File: config.mk
export PLATFORM = sky130hd
export DESIGN_NAME = mag_hard_iron_threshold_irq
export DESIGN_NICKNAME = d
export VERILOG_FILES = /design/src/hw/mag_irq_pkg.sv /design/src/hw/irq_event_if.sv /design/src/hw/axis_threshold_cmp.sv /design/src/hw/irq_source.sv /design/src/hw/mag_hard_iron_threshold_irq.sv
export VERILOG_INCLUDE_DIRS = /design/src /design/src/hw
export SDC_FILE = /design/constraint.sdc
export NUM_CORES = 1
export LEC_CHECK = 0
export BUFFER_PORTS_ARGS = -buffer_cell sky130_fd_sc_hd__clkbuf_2
export CELL_PAD_IN_SITES_DETAIL_PLACEMENT = 1
export CELL_PAD_IN_SITES_GLOBAL_PLACEMENT = 1
export CORE_ASPECT_RATIO = 0.5
export CORE_MARGIN = 8
export CORE_UTILIZATION = 46
export DETAILED_ROUTE_END_ITERATION = 6
export GPL_TIMING_DRIVEN = 0
export HOLD_SLACK_MARGIN = 0.03
export PLACE_DENSITY = 0.92
export SYNTH_ARGS = -nofsm -noshare
export SYNTH_HDL_FRONTEND = slang
export SYNTH_SLANG_ARGS = --single-unit
File: constraint.sdc
create_clock -name clk -period 9.45 [get_ports clk]
set_input_delay 0.4725 -clock clk [delete_from_list [all_inputs] [get_ports clk]]
set_output_delay 0.4725 -clock clk [all_outputs]
set_load 0.01 [all_outputs]
File: src/hw/mag_irq_params.svh
// register offsets, field positions, reset values of the mag irq block
// assumes: included by bare name from the irq_source and top design files
`ifndef MAG_IRQ_PARAMS_SVH
`define MAG_IRQ_PARAMS_SVH
// hard-iron offset bytes, x low first
`define HI_FIRST_OFS   8'h45
`define HI_LAST_OFS    8'h4a
`define CFG_B_OFS      8'h61
`define CFG_C_OFS      8'h62
`define INT_CTRL_OFS   8'h63
`define INT_SRC_OFS    8'h64
`define THS_L_OFS      8'h65
`define THS_H_OFS      8'h66
// corrected output data, x low first
`define OUT_FIRST_OFS  8'h68
`define OUT_LAST_OFS   8'h6d
// interrupt control fields
`define ICTL_IEN       0
`define ICTL_IEL       1
`define ICTL_IEA       2
`define ICTL_ZEN       5
`define ICTL_XEN       7
// configuration fields
`define CFGB_CMPSEL    3
`define CFGC_STEST     1
`define CFGC_PIN       6
// source register fields
`define SRC_INT        0
`define SRC_RANGE_OVERFLOW_FLAG       1
`define REG_RST        8'h00
`define SMP_RST        16'h0000
`endif

File: src/hw/mag_irq_pkg.sv
// types shared by the mag irq block
// assumes: nothing
package mag_irq_pkg;
  typedef logic [7:0]  byte_t;
  typedef logic [15:0] sample_t;
  typedef logic [14:0] thresh_t;
  typedef logic [2:0]  axis_t;
endpackage

File: src/hw/irq_event_if.sv
// per-axis compare results travelling to the source register logic
// assumes: one clock, driven by the top module
`timescale 1ns/10ps
`default_nettype none
interface irq_event_if;
  import mag_irq_pkg::*;
  logic  evalStb;
  axis_t above;
  axis_t below;
  modport cmp_side (output evalStb, above, below);
  modport src_side (input evalStb, above, below);
endinterface
`default_nettype wire

File: src/hw/axis_threshold_cmp.sv
// one axis compared against the symmetric threshold
// assumes: purely combinational, sample in two's complement
`timescale 1ns/10ps
`default_nettype none
module axis_threshold_cmp
  import mag_irq_pkg::*;
(
  // compare inputs
  input  wire sample_t sample,
  input  wire thresh_t thresh,
  input  wire logic    axisEn,
  // results
  output logic         above,
  output logic         below
);
  logic signed [16:0] sExt;
  logic signed [16:0] limP;
  logic signed [16:0] limN;
  assign sExt  = {sample[15], sample};
  assign limP  = {2'b00, thresh};
  assign limN  = 17'(-limP);
  assign above = axisEn && (sExt > limP);
  assign below = axisEn && (sExt < limN);
endmodule
`default_nettype wire

File: src/hw/irq_source.sv
// source flags: per-axis crossings, global event and range overflow
// assumes: evalStb is one cycle per new sample set, same clock
`timescale 1ns/10ps
`default_nettype none
`include "mag_irq_params.svh"
module irq_source
  import mag_irq_pkg::*;
(
  // clock and reset
  input  wire logic clk,
  input  wire logic nrst,
  // compare results
  irq_event_if.src_side ev,
  // control
  input  wire logic irq_master_enable,
  input  wire logic latch_select,
  input  wire logic ovf,
  input  wire logic srcRead,
  // status
  output byte_t     srcByte,
  output logic      intLvl
);
  axis_t posFlag_r;
  axis_t negFlag_r;
  logic  range_overflow_flag_r;
  axis_t posNew;
  axis_t negNew;
  axis_t posKeep;
  axis_t negKeep;
  assign posNew  = irq_master_enable ? ev.above : 3'h0;
  assign negNew  = irq_master_enable ? ev.below : 3'h0;
  assign posKeep = (latch_select && srcRead) ? 3'h0 : posFlag_r;
  assign negKeep = (latch_select && srcRead) ? 3'h0 : negFlag_r;
  assign intLvl  = |{posFlag_r, negFlag_r};
  assign srcByte = {posFlag_r, negFlag_r, range_overflow_flag_r, intLvl};

  always_ff @(posedge clk) begin
    if (!nrst) begin
      posFlag_r <= 3'h0;
      negFlag_r <= 3'h0;
    end else if (ev.evalStb) begin
      posFlag_r <= latch_select ? (posKeep | posNew) : posNew;
      negFlag_r <= latch_select ? (negKeep | negNew) : negNew;
    end else begin
      posFlag_r <= latch_select ? posKeep : posFlag_r;
      negFlag_r <= latch_select ? negKeep : negFlag_r;
    end
  end

  always_ff @(posedge clk) begin
    if (!nrst)
      range_overflow_flag_r <= 1'b0;
    else
      range_overflow_flag_r <= (irq_master_enable && ovf) || (range_overflow_flag_r && !srcRead);
  end
endmodule
`default_nettype wire

File: src/hw/mag_hard_iron_threshold_irq.sv
// magnetometer post-processing: hard-iron subtraction, threshold irq, self-test
// assumes: raw samples and overflow come from logic on clk; host port is
// the device's internal register access, one byte per strobe
`timescale 1ns/10ps
`default_nettype none
`include "mag_irq_params.svh"
// Notes on behaviour
// - six writable hard-iron bytes live at 45h through 4Ah
// - high and low byte form a signed 16-bit offset per axis
// - each stored offset is subtracted from the raw axis sample
// - threshold events occur only with the master enable set
// - x, y and z enables include or exclude each axis
// - threshold is a 15-bit magnitude used as plus and minus limit
// - a crossing on an enabled axis raises the event and global flag
// - per-axis positive and negative flags record which limit was crossed
// - no new event while all enabled samples lie inside the limits
// - compare select: 0 raw samples, 1 corrected samples
// - latch select 0: interrupt follows the comparison
// - latch select 1: interrupt holds until the source register is read
// - polarity bit 1 active high, 0 active low
// - overflow flag set only with master enable, cleared on source read
// - self-test bit drives the internal coil on and off
// - writing 40h to config c routes the interrupt onto the pin
// - outputs are 16-bit two's complement in high and low bytes
module mag_hard_iron_threshold_irq
  import mag_irq_pkg::*;
#(
  parameter int DATA_W = 16
)(
  // clock and reset
  input  wire logic clk,
  input  wire logic nrst,
  // register access
  input  wire logic  wrEn,
  input  wire logic  rdEn,
  input  wire byte_t addr,
  input  wire byte_t wdata,
  output byte_t      rdata_r,
  // raw sample set from the converter
  input  wire logic    sampleValid,
  input  wire sample_t rawX,
  input  wire sample_t rawY,
  input  wire sample_t rawZ,
  input  wire logic    rangeOvf,
  // corrected output data
  output logic    outValid_r,
  output sample_t outX_r,
  output sample_t outY_r,
  output sample_t outZ_r,
  // self-test coil and event pin
  output logic selfTestEn_r,
  output logic eventReadyPin_r,
  output logic eventReadyPinOe_r
);
  generate
    if (DATA_W != 16) begin : g_bad_width
      $error("DATA_W must be 16");
    end
  endgenerate

  // ----------------------------------------
  // register decode
  // ----------------------------------------
  byte_t   hi_r [6];
  byte_t   cfgB_r;
  byte_t   cfgC_r;
  byte_t   intCtrl_r;
  byte_t   thsL_r;
  byte_t   thsH_r;
  sample_t out_r [3];
  sample_t raw [3];
  sample_t off [3];
  sample_t corr [3];
  sample_t cmpIn [3];
  axis_t   axisEn;
  thresh_t thresh;
  byte_t   srcByte;
  byte_t   rdMux;
  byte_t   hiIdx8;
  byte_t   outIdx8;
  logic    hiSel;
  logic    outSel;
  logic    wrCfgB;
  logic    wrCfgC;
  logic    wrCtrl;
  logic    wrThsL;
  logic    wrThsH;
  logic    srcRead;
  logic    intLvl;
  logic    irq_master_enable;
  logic    latch_select;
  logic    output_polarity_select;
  logic    cmpSel;

  assign hiSel   = (addr >= `HI_FIRST_OFS) && (addr <= `HI_LAST_OFS);
  assign outSel  = (addr >= `OUT_FIRST_OFS) && (addr <= `OUT_LAST_OFS);
  assign hiIdx8  = addr - `HI_FIRST_OFS;
  assign outIdx8 = addr - `OUT_FIRST_OFS;
  assign wrCfgB  = wrEn && (addr == `CFG_B_OFS);
  assign wrCfgC  = wrEn && (addr == `CFG_C_OFS);
  assign wrCtrl  = wrEn && (addr == `INT_CTRL_OFS);
  assign wrThsL  = wrEn && (addr == `THS_L_OFS);
  assign wrThsH  = wrEn && (addr == `THS_H_OFS);
  assign srcRead = rdEn && (addr == `INT_SRC_OFS);

  assign irq_master_enable    = intCtrl_r[`ICTL_IEN];
  assign latch_select    = intCtrl_r[`ICTL_IEL];
  assign output_polarity_select    = intCtrl_r[`ICTL_IEA];
  assign axisEn = intCtrl_r[`ICTL_XEN:`ICTL_ZEN];
  assign cmpSel = cfgB_r[`CFGB_CMPSEL];
  // top bit of the high byte is not part of the magnitude
  assign thresh = {thsH_r[6:0], thsL_r};

  // ----------------------------------------
  // register storage
  // ----------------------------------------
  always_ff @(posedge clk) begin
    if (!nrst) begin
      for (int i = 0; i < 6; i++) begin
        hi_r[i] <= `REG_RST;
      end
    end else if (wrEn && hiSel) begin
      hi_r[hiIdx8[2:0]] <= wdata;
    end
  end

  always_ff @(posedge clk) begin
    if (!nrst) begin
      cfgB_r    <= `REG_RST;
      cfgC_r    <= `REG_RST;
      intCtrl_r <= `REG_RST;
      thsL_r    <= `REG_RST;
      thsH_r    <= `REG_RST;
    end else begin
      cfgB_r    <= wrCfgB ? wdata : cfgB_r;
      cfgC_r    <= wrCfgC ? wdata : cfgC_r;
      intCtrl_r <= wrCtrl ? wdata : intCtrl_r;
      thsL_r    <= wrThsL ? wdata : thsL_r;
      thsH_r    <= wrThsH ? {1'b0, wdata[6:0]} : thsH_r;
    end
  end

  // ----------------------------------------
  // read path
  // ----------------------------------------
  // unmapped addresses read as zero
  assign rdMux = hiSel  ? hi_r[hiIdx8[2:0]] :
                 outSel ? (outIdx8[0] ? out_r[outIdx8[2:1]][15:8]
                                      : out_r[outIdx8[2:1]][7:0]) :
                 (addr == `CFG_B_OFS)    ? cfgB_r :
                 (addr == `CFG_C_OFS)    ? cfgC_r :
                 (addr == `INT_CTRL_OFS) ? intCtrl_r :
                 (addr == `INT_SRC_OFS)  ? srcByte :
                 (addr == `THS_L_OFS)    ? thsL_r :
                 (addr == `THS_H_OFS)    ? thsH_r : `REG_RST;

  always_ff @(posedge clk) begin
    if (!nrst)
      rdata_r <= `REG_RST;
    else if (rdEn)
      rdata_r <= rdMux;
  end

  // ----------------------------------------
  // per-axis correction and compare
  // ----------------------------------------
  irq_event_if ev ();

  assign raw[0] = rawX;
  assign raw[1] = rawY;
  assign raw[2] = rawZ;
  assign ev.evalStb = sampleValid;

  genvar a;
  generate
    for (a = 0; a < 3; a++) begin : g_axis
      // offset bytes sit low then high per axis
      assign off[a]   = {hi_r[2*a+1], hi_r[2*a]};
      assign corr[a]  = raw[a] - off[a];
      assign cmpIn[a] = cmpSel ? corr[a] : raw[a];
      // axis enables run x high to z low
      axis_threshold_cmp u_cmp (
        .sample (cmpIn[a]),
        .thresh (thresh),
        .axisEn (axisEn[2-a]),
        .above  (ev.above[2-a]),
        .below  (ev.below[2-a])
      );
    end
  endgenerate

  irq_source u_src (
    .clk     (clk),
    .nrst    (nrst),
    .ev      (ev.src_side),
    .irq_master_enable     (irq_master_enable),
    .latch_select     (latch_select),
    .ovf     (rangeOvf),
    .srcRead (srcRead),
    .srcByte (srcByte),
    .intLvl  (intLvl)
  );

  // ----------------------------------------
  // output data
  // ----------------------------------------
  always_ff @(posedge clk) begin
    if (!nrst) begin
      for (int i = 0; i < 3; i++) begin
        out_r[i] <= `SMP_RST;
      end
      outValid_r <= 1'b0;
    end else begin
      outValid_r <= sampleValid;
      if (sampleValid) begin
        for (int i = 0; i < 3; i++) begin
          out_r[i] <= corr[i];
        end
      end
    end
  end

  assign outX_r = out_r[0];
  assign outY_r = out_r[1];
  assign outZ_r = out_r[2];

  // ----------------------------------------
  // self-test coil and event pin
  // ----------------------------------------
  always_ff @(posedge clk) begin
    if (!nrst) begin
      selfTestEn_r      <= 1'b0;
      eventReadyPin_r   <= 1'b0;
      eventReadyPinOe_r <= 1'b0;
    end else begin
      selfTestEn_r      <= cfgC_r[`CFGC_STEST];
      eventReadyPin_r   <= output_polarity_select ? intLvl : !intLvl;
      eventReadyPinOe_r <= cfgC_r[`CFGC_PIN];
    end
  end
endmodule
`default_nettype wire

==> impl_metrics.yaml <==
place:
  io_buffer_count: 126
  gp_congestion: 0.958
  dp_hpwl_mm: 43.2
critical_path:
  cpMostUsedCell: "nand2_1"
  setup.worst_path.class: "primary input to flip-flop"
  timing.rr.start: "hi_r[2][0]"
  crit_buf_inv: 5
  critPathTopFamily: "buffers and inverters"
  crit_required_ns: 9.53
  cp-end-kind: "flip-flop"
  cp_data_arrival_time_ns: 4.87
  cp-start-kind: "primary input"
  crit_path_max_incr_delay_ns: 0.98
  worstRegToRegCells: 18
  critPathMaxFanout: 10
  reg2reg_to: "u_src.posFlag_r[1]"
  r2r_slack_ns: 4.97
  path_cells: "clkbuf_2 > buf_4 > buf_1 > inv_1 > ha_1 > buf_2 > xnor2_1 > nand2_1 > nand2_1 > nand2_1 > o21ai_0"
  cp_slowest_cell: "o21ai_0"
synth:
  ys.flop_type: "edfxtp_1"
  syn_inst: 1345
  synthArstFlopShare: 0
  synth_edf_count: 112
  synth.distinct_cells: 73
  yosys_warnings: 0
  synth-seq-cells: 170
  syn_avg_cell_area_sq_um: 9.51
  syn-num-nets: 1561
  seq_area_frac_synth: 0.354
  syn_area_sq_um: 12800
min_path:
  min_path_cells: 3
  worstHoldPathType: "primary input to flip-flop"
  min_from: "rangeOvf"
  holdPathEnd: "u_src.range_overflow_flag_r"
global_route:
  grtUsageTotal: 0.312
  antenna_found_initial: 2
  grt_pass1_wl_mm: 78.8
  grt_max_degree: 33
  gr-total-overflow: 0
  first_global_vias: 12600
timing:
  slew_headroom: 0.112
  finalSetupTns_ns: 0
  finalSetupViolations: 0
  worst_pin_slew_ns: 1.32
  timing.final.crit_share: 0.507
  slew_violations: 0
  hold_viol_final: 0
  fmax_mhz: 209
  fin_skew_ns: 0.0119
  min_period_ns: 4.79
  rsz0062_at_grt: "no"
pwr:
  p_per_area_nw_per_um2: 143
  leakagePower_nw: 5.90
  ir_drop_mv: 0.128
clock_network:
  clockBufferDepth: 2
  clkTransAtPathRegs_ns: 0.08
  hold_buffers: 0
  cts_max_level: 4
  cts_made_buffers: 17
  post_cts_buffers: 0
  clock-sinks: 170
  clkLatencyLatePin_ns: 0.47
  root_buffer: "clkbuf_16"
  cts_tree: "done"
  cts_resized: 0
job:
  max_cap_viol_count: 0
cells_and_area:
  layout-drive-gt1-share: 0.169
  final_common_cell: "ha_1"
  utilization: 0.528
  nets: 1707
  diodes: 0
  final_cell_mix: "ha_1, nand2_1, clkbuf_2"
  syn2layout_area_growth_pct: 13.6
run_status:
  status: "finished, final reports clean"
die:
  die_w_microns: 252
  ios: 130
  die_area_sq_um: 33700
  fp-row-count: 43
  die_y_microns: 134
  core-area_sq_um: 27500
  start_util: 0.465
routing:
  via_per_inst: 6.43
  via_count: 12100
  post_drt_wl_per_cell_microns: 28.4
  postRouteAntennaNets: 0
  drcViolationCount: 0
  first_pass_iters: 5
  drt-initial-drc-count: 1384
  routed_wl_mm: 53.6
[cell type report]
| cell class | count | area [sq um] |
|---|---|---|
| Buffer | 56 | 230 |
| Clock buffer | 17 | 425 |
| Clock inverter | 15 | 184 |
| Fill cell | 3229 | 13000 |
| Inverter | 90 | 338 |
| Multi-Input combinational cell | 1029 | 7710 |
| Sequential cell | 170 | 4520 |
| Tap cell | 382 | 478 |
| Timing Repair Buffer | 127 | 651 |
[state kept, by name (all words and copies together), names as in the netlist]
register	flops
intCtrl_r	8
eventReadyPinOe_r	1
hi_r	64
rdata_r	8
out_r	48
outValid_r	1
u_src.posFlag_r	3
cfgC_r	8
eventReadyPin_r	1
u_src.range_overflow_flag_r	1
selfTestEn_r	1
thsH_r	7
thsL_r	8
u_src.negFlag_r	3
cfgB_r	8
[metrics by stage]
step	instances	setup slack (ns)	power, mW	area, sq um	hold WS (ns)
4_1_cts	1886	4.94	2.06	14500	0.352
3_3_place_gp	1853	4.87	1.30	13900	0.442
5_1_grt	1886	4.56	2.12	14500	0.375
3_5_place_dp	1854	4.63	1.33	13900	0.456
6_report	1886	4.66	2.07	14500	0.365
2_1_floorplan	1345	5.56	1.14	12800	0.431
[synthesized netlist by cell type (all sizes together), types with 30 or more instances]
library cell,instances,area [sq um]
mux2,37,417
nor2,115,432
and2,36,225
dfxtp,58,1160
nand2,141,529
inv,89,334
a21oi,71,363
xnor2,43,377
ha,143,1790
mux2i,32,320
clkbuf,36,135
nor2b,30,188
o21ai,65,340
edfxtp,112,3360
[layer usage]
layer | track usage | share of wire
met1 | 0.392 | 0.40
met2 | 0.501 | 0.45
met4 | 0.140 | 0.042
met3 | 0.0824 | 0.10
met5 | 0 | 0
[tightest hold or removal path, cell delays in order]
cell      delay, ns
clkbuf_2       0.09
a22oi_1        0.09
nor2b_1        0.13
[worst max path at each step]
stage,start,to,slack (ns),depth (start not counted)
final,addr[0],hi_r[4][7],4.66,11
after global routing,addr[0],hi_r[4][7],4.56,11
after CTS,addr[0],hi_r[4][7],4.94,11
after detailed placement,addr[0],hi_r[4][4],4.63,14
after global placement,addr[0],hi_r[4][6],4.87,14
after floorplan,rawY[0],u_src.posFlag_r[1],5.56,19
[logic make-up (layout without fill, tap and decap cells)]
family,count (synthesis),in the layout,synth area share
flops,170,170,0.354
compound gates,291,291,0.153
mux,93,93,0.0998
fa+ha+maj,146,146,0.145
simple gates,444,444,0.167
xor+xnor,55,55,0.0376
buf+inv,146,305,0.0444
[power by group]
part	internal [mW]	total, mW	leakage (nW)	switching, mW
clock	0.361	0.736	0.298	0.376
combinational	0.178	0.480	4.04	0.303
sequential	0.828	0.856	1.57	0.0284
total	1.37	2.07	5.90	0.707
(Power assumes the default switching activity.)
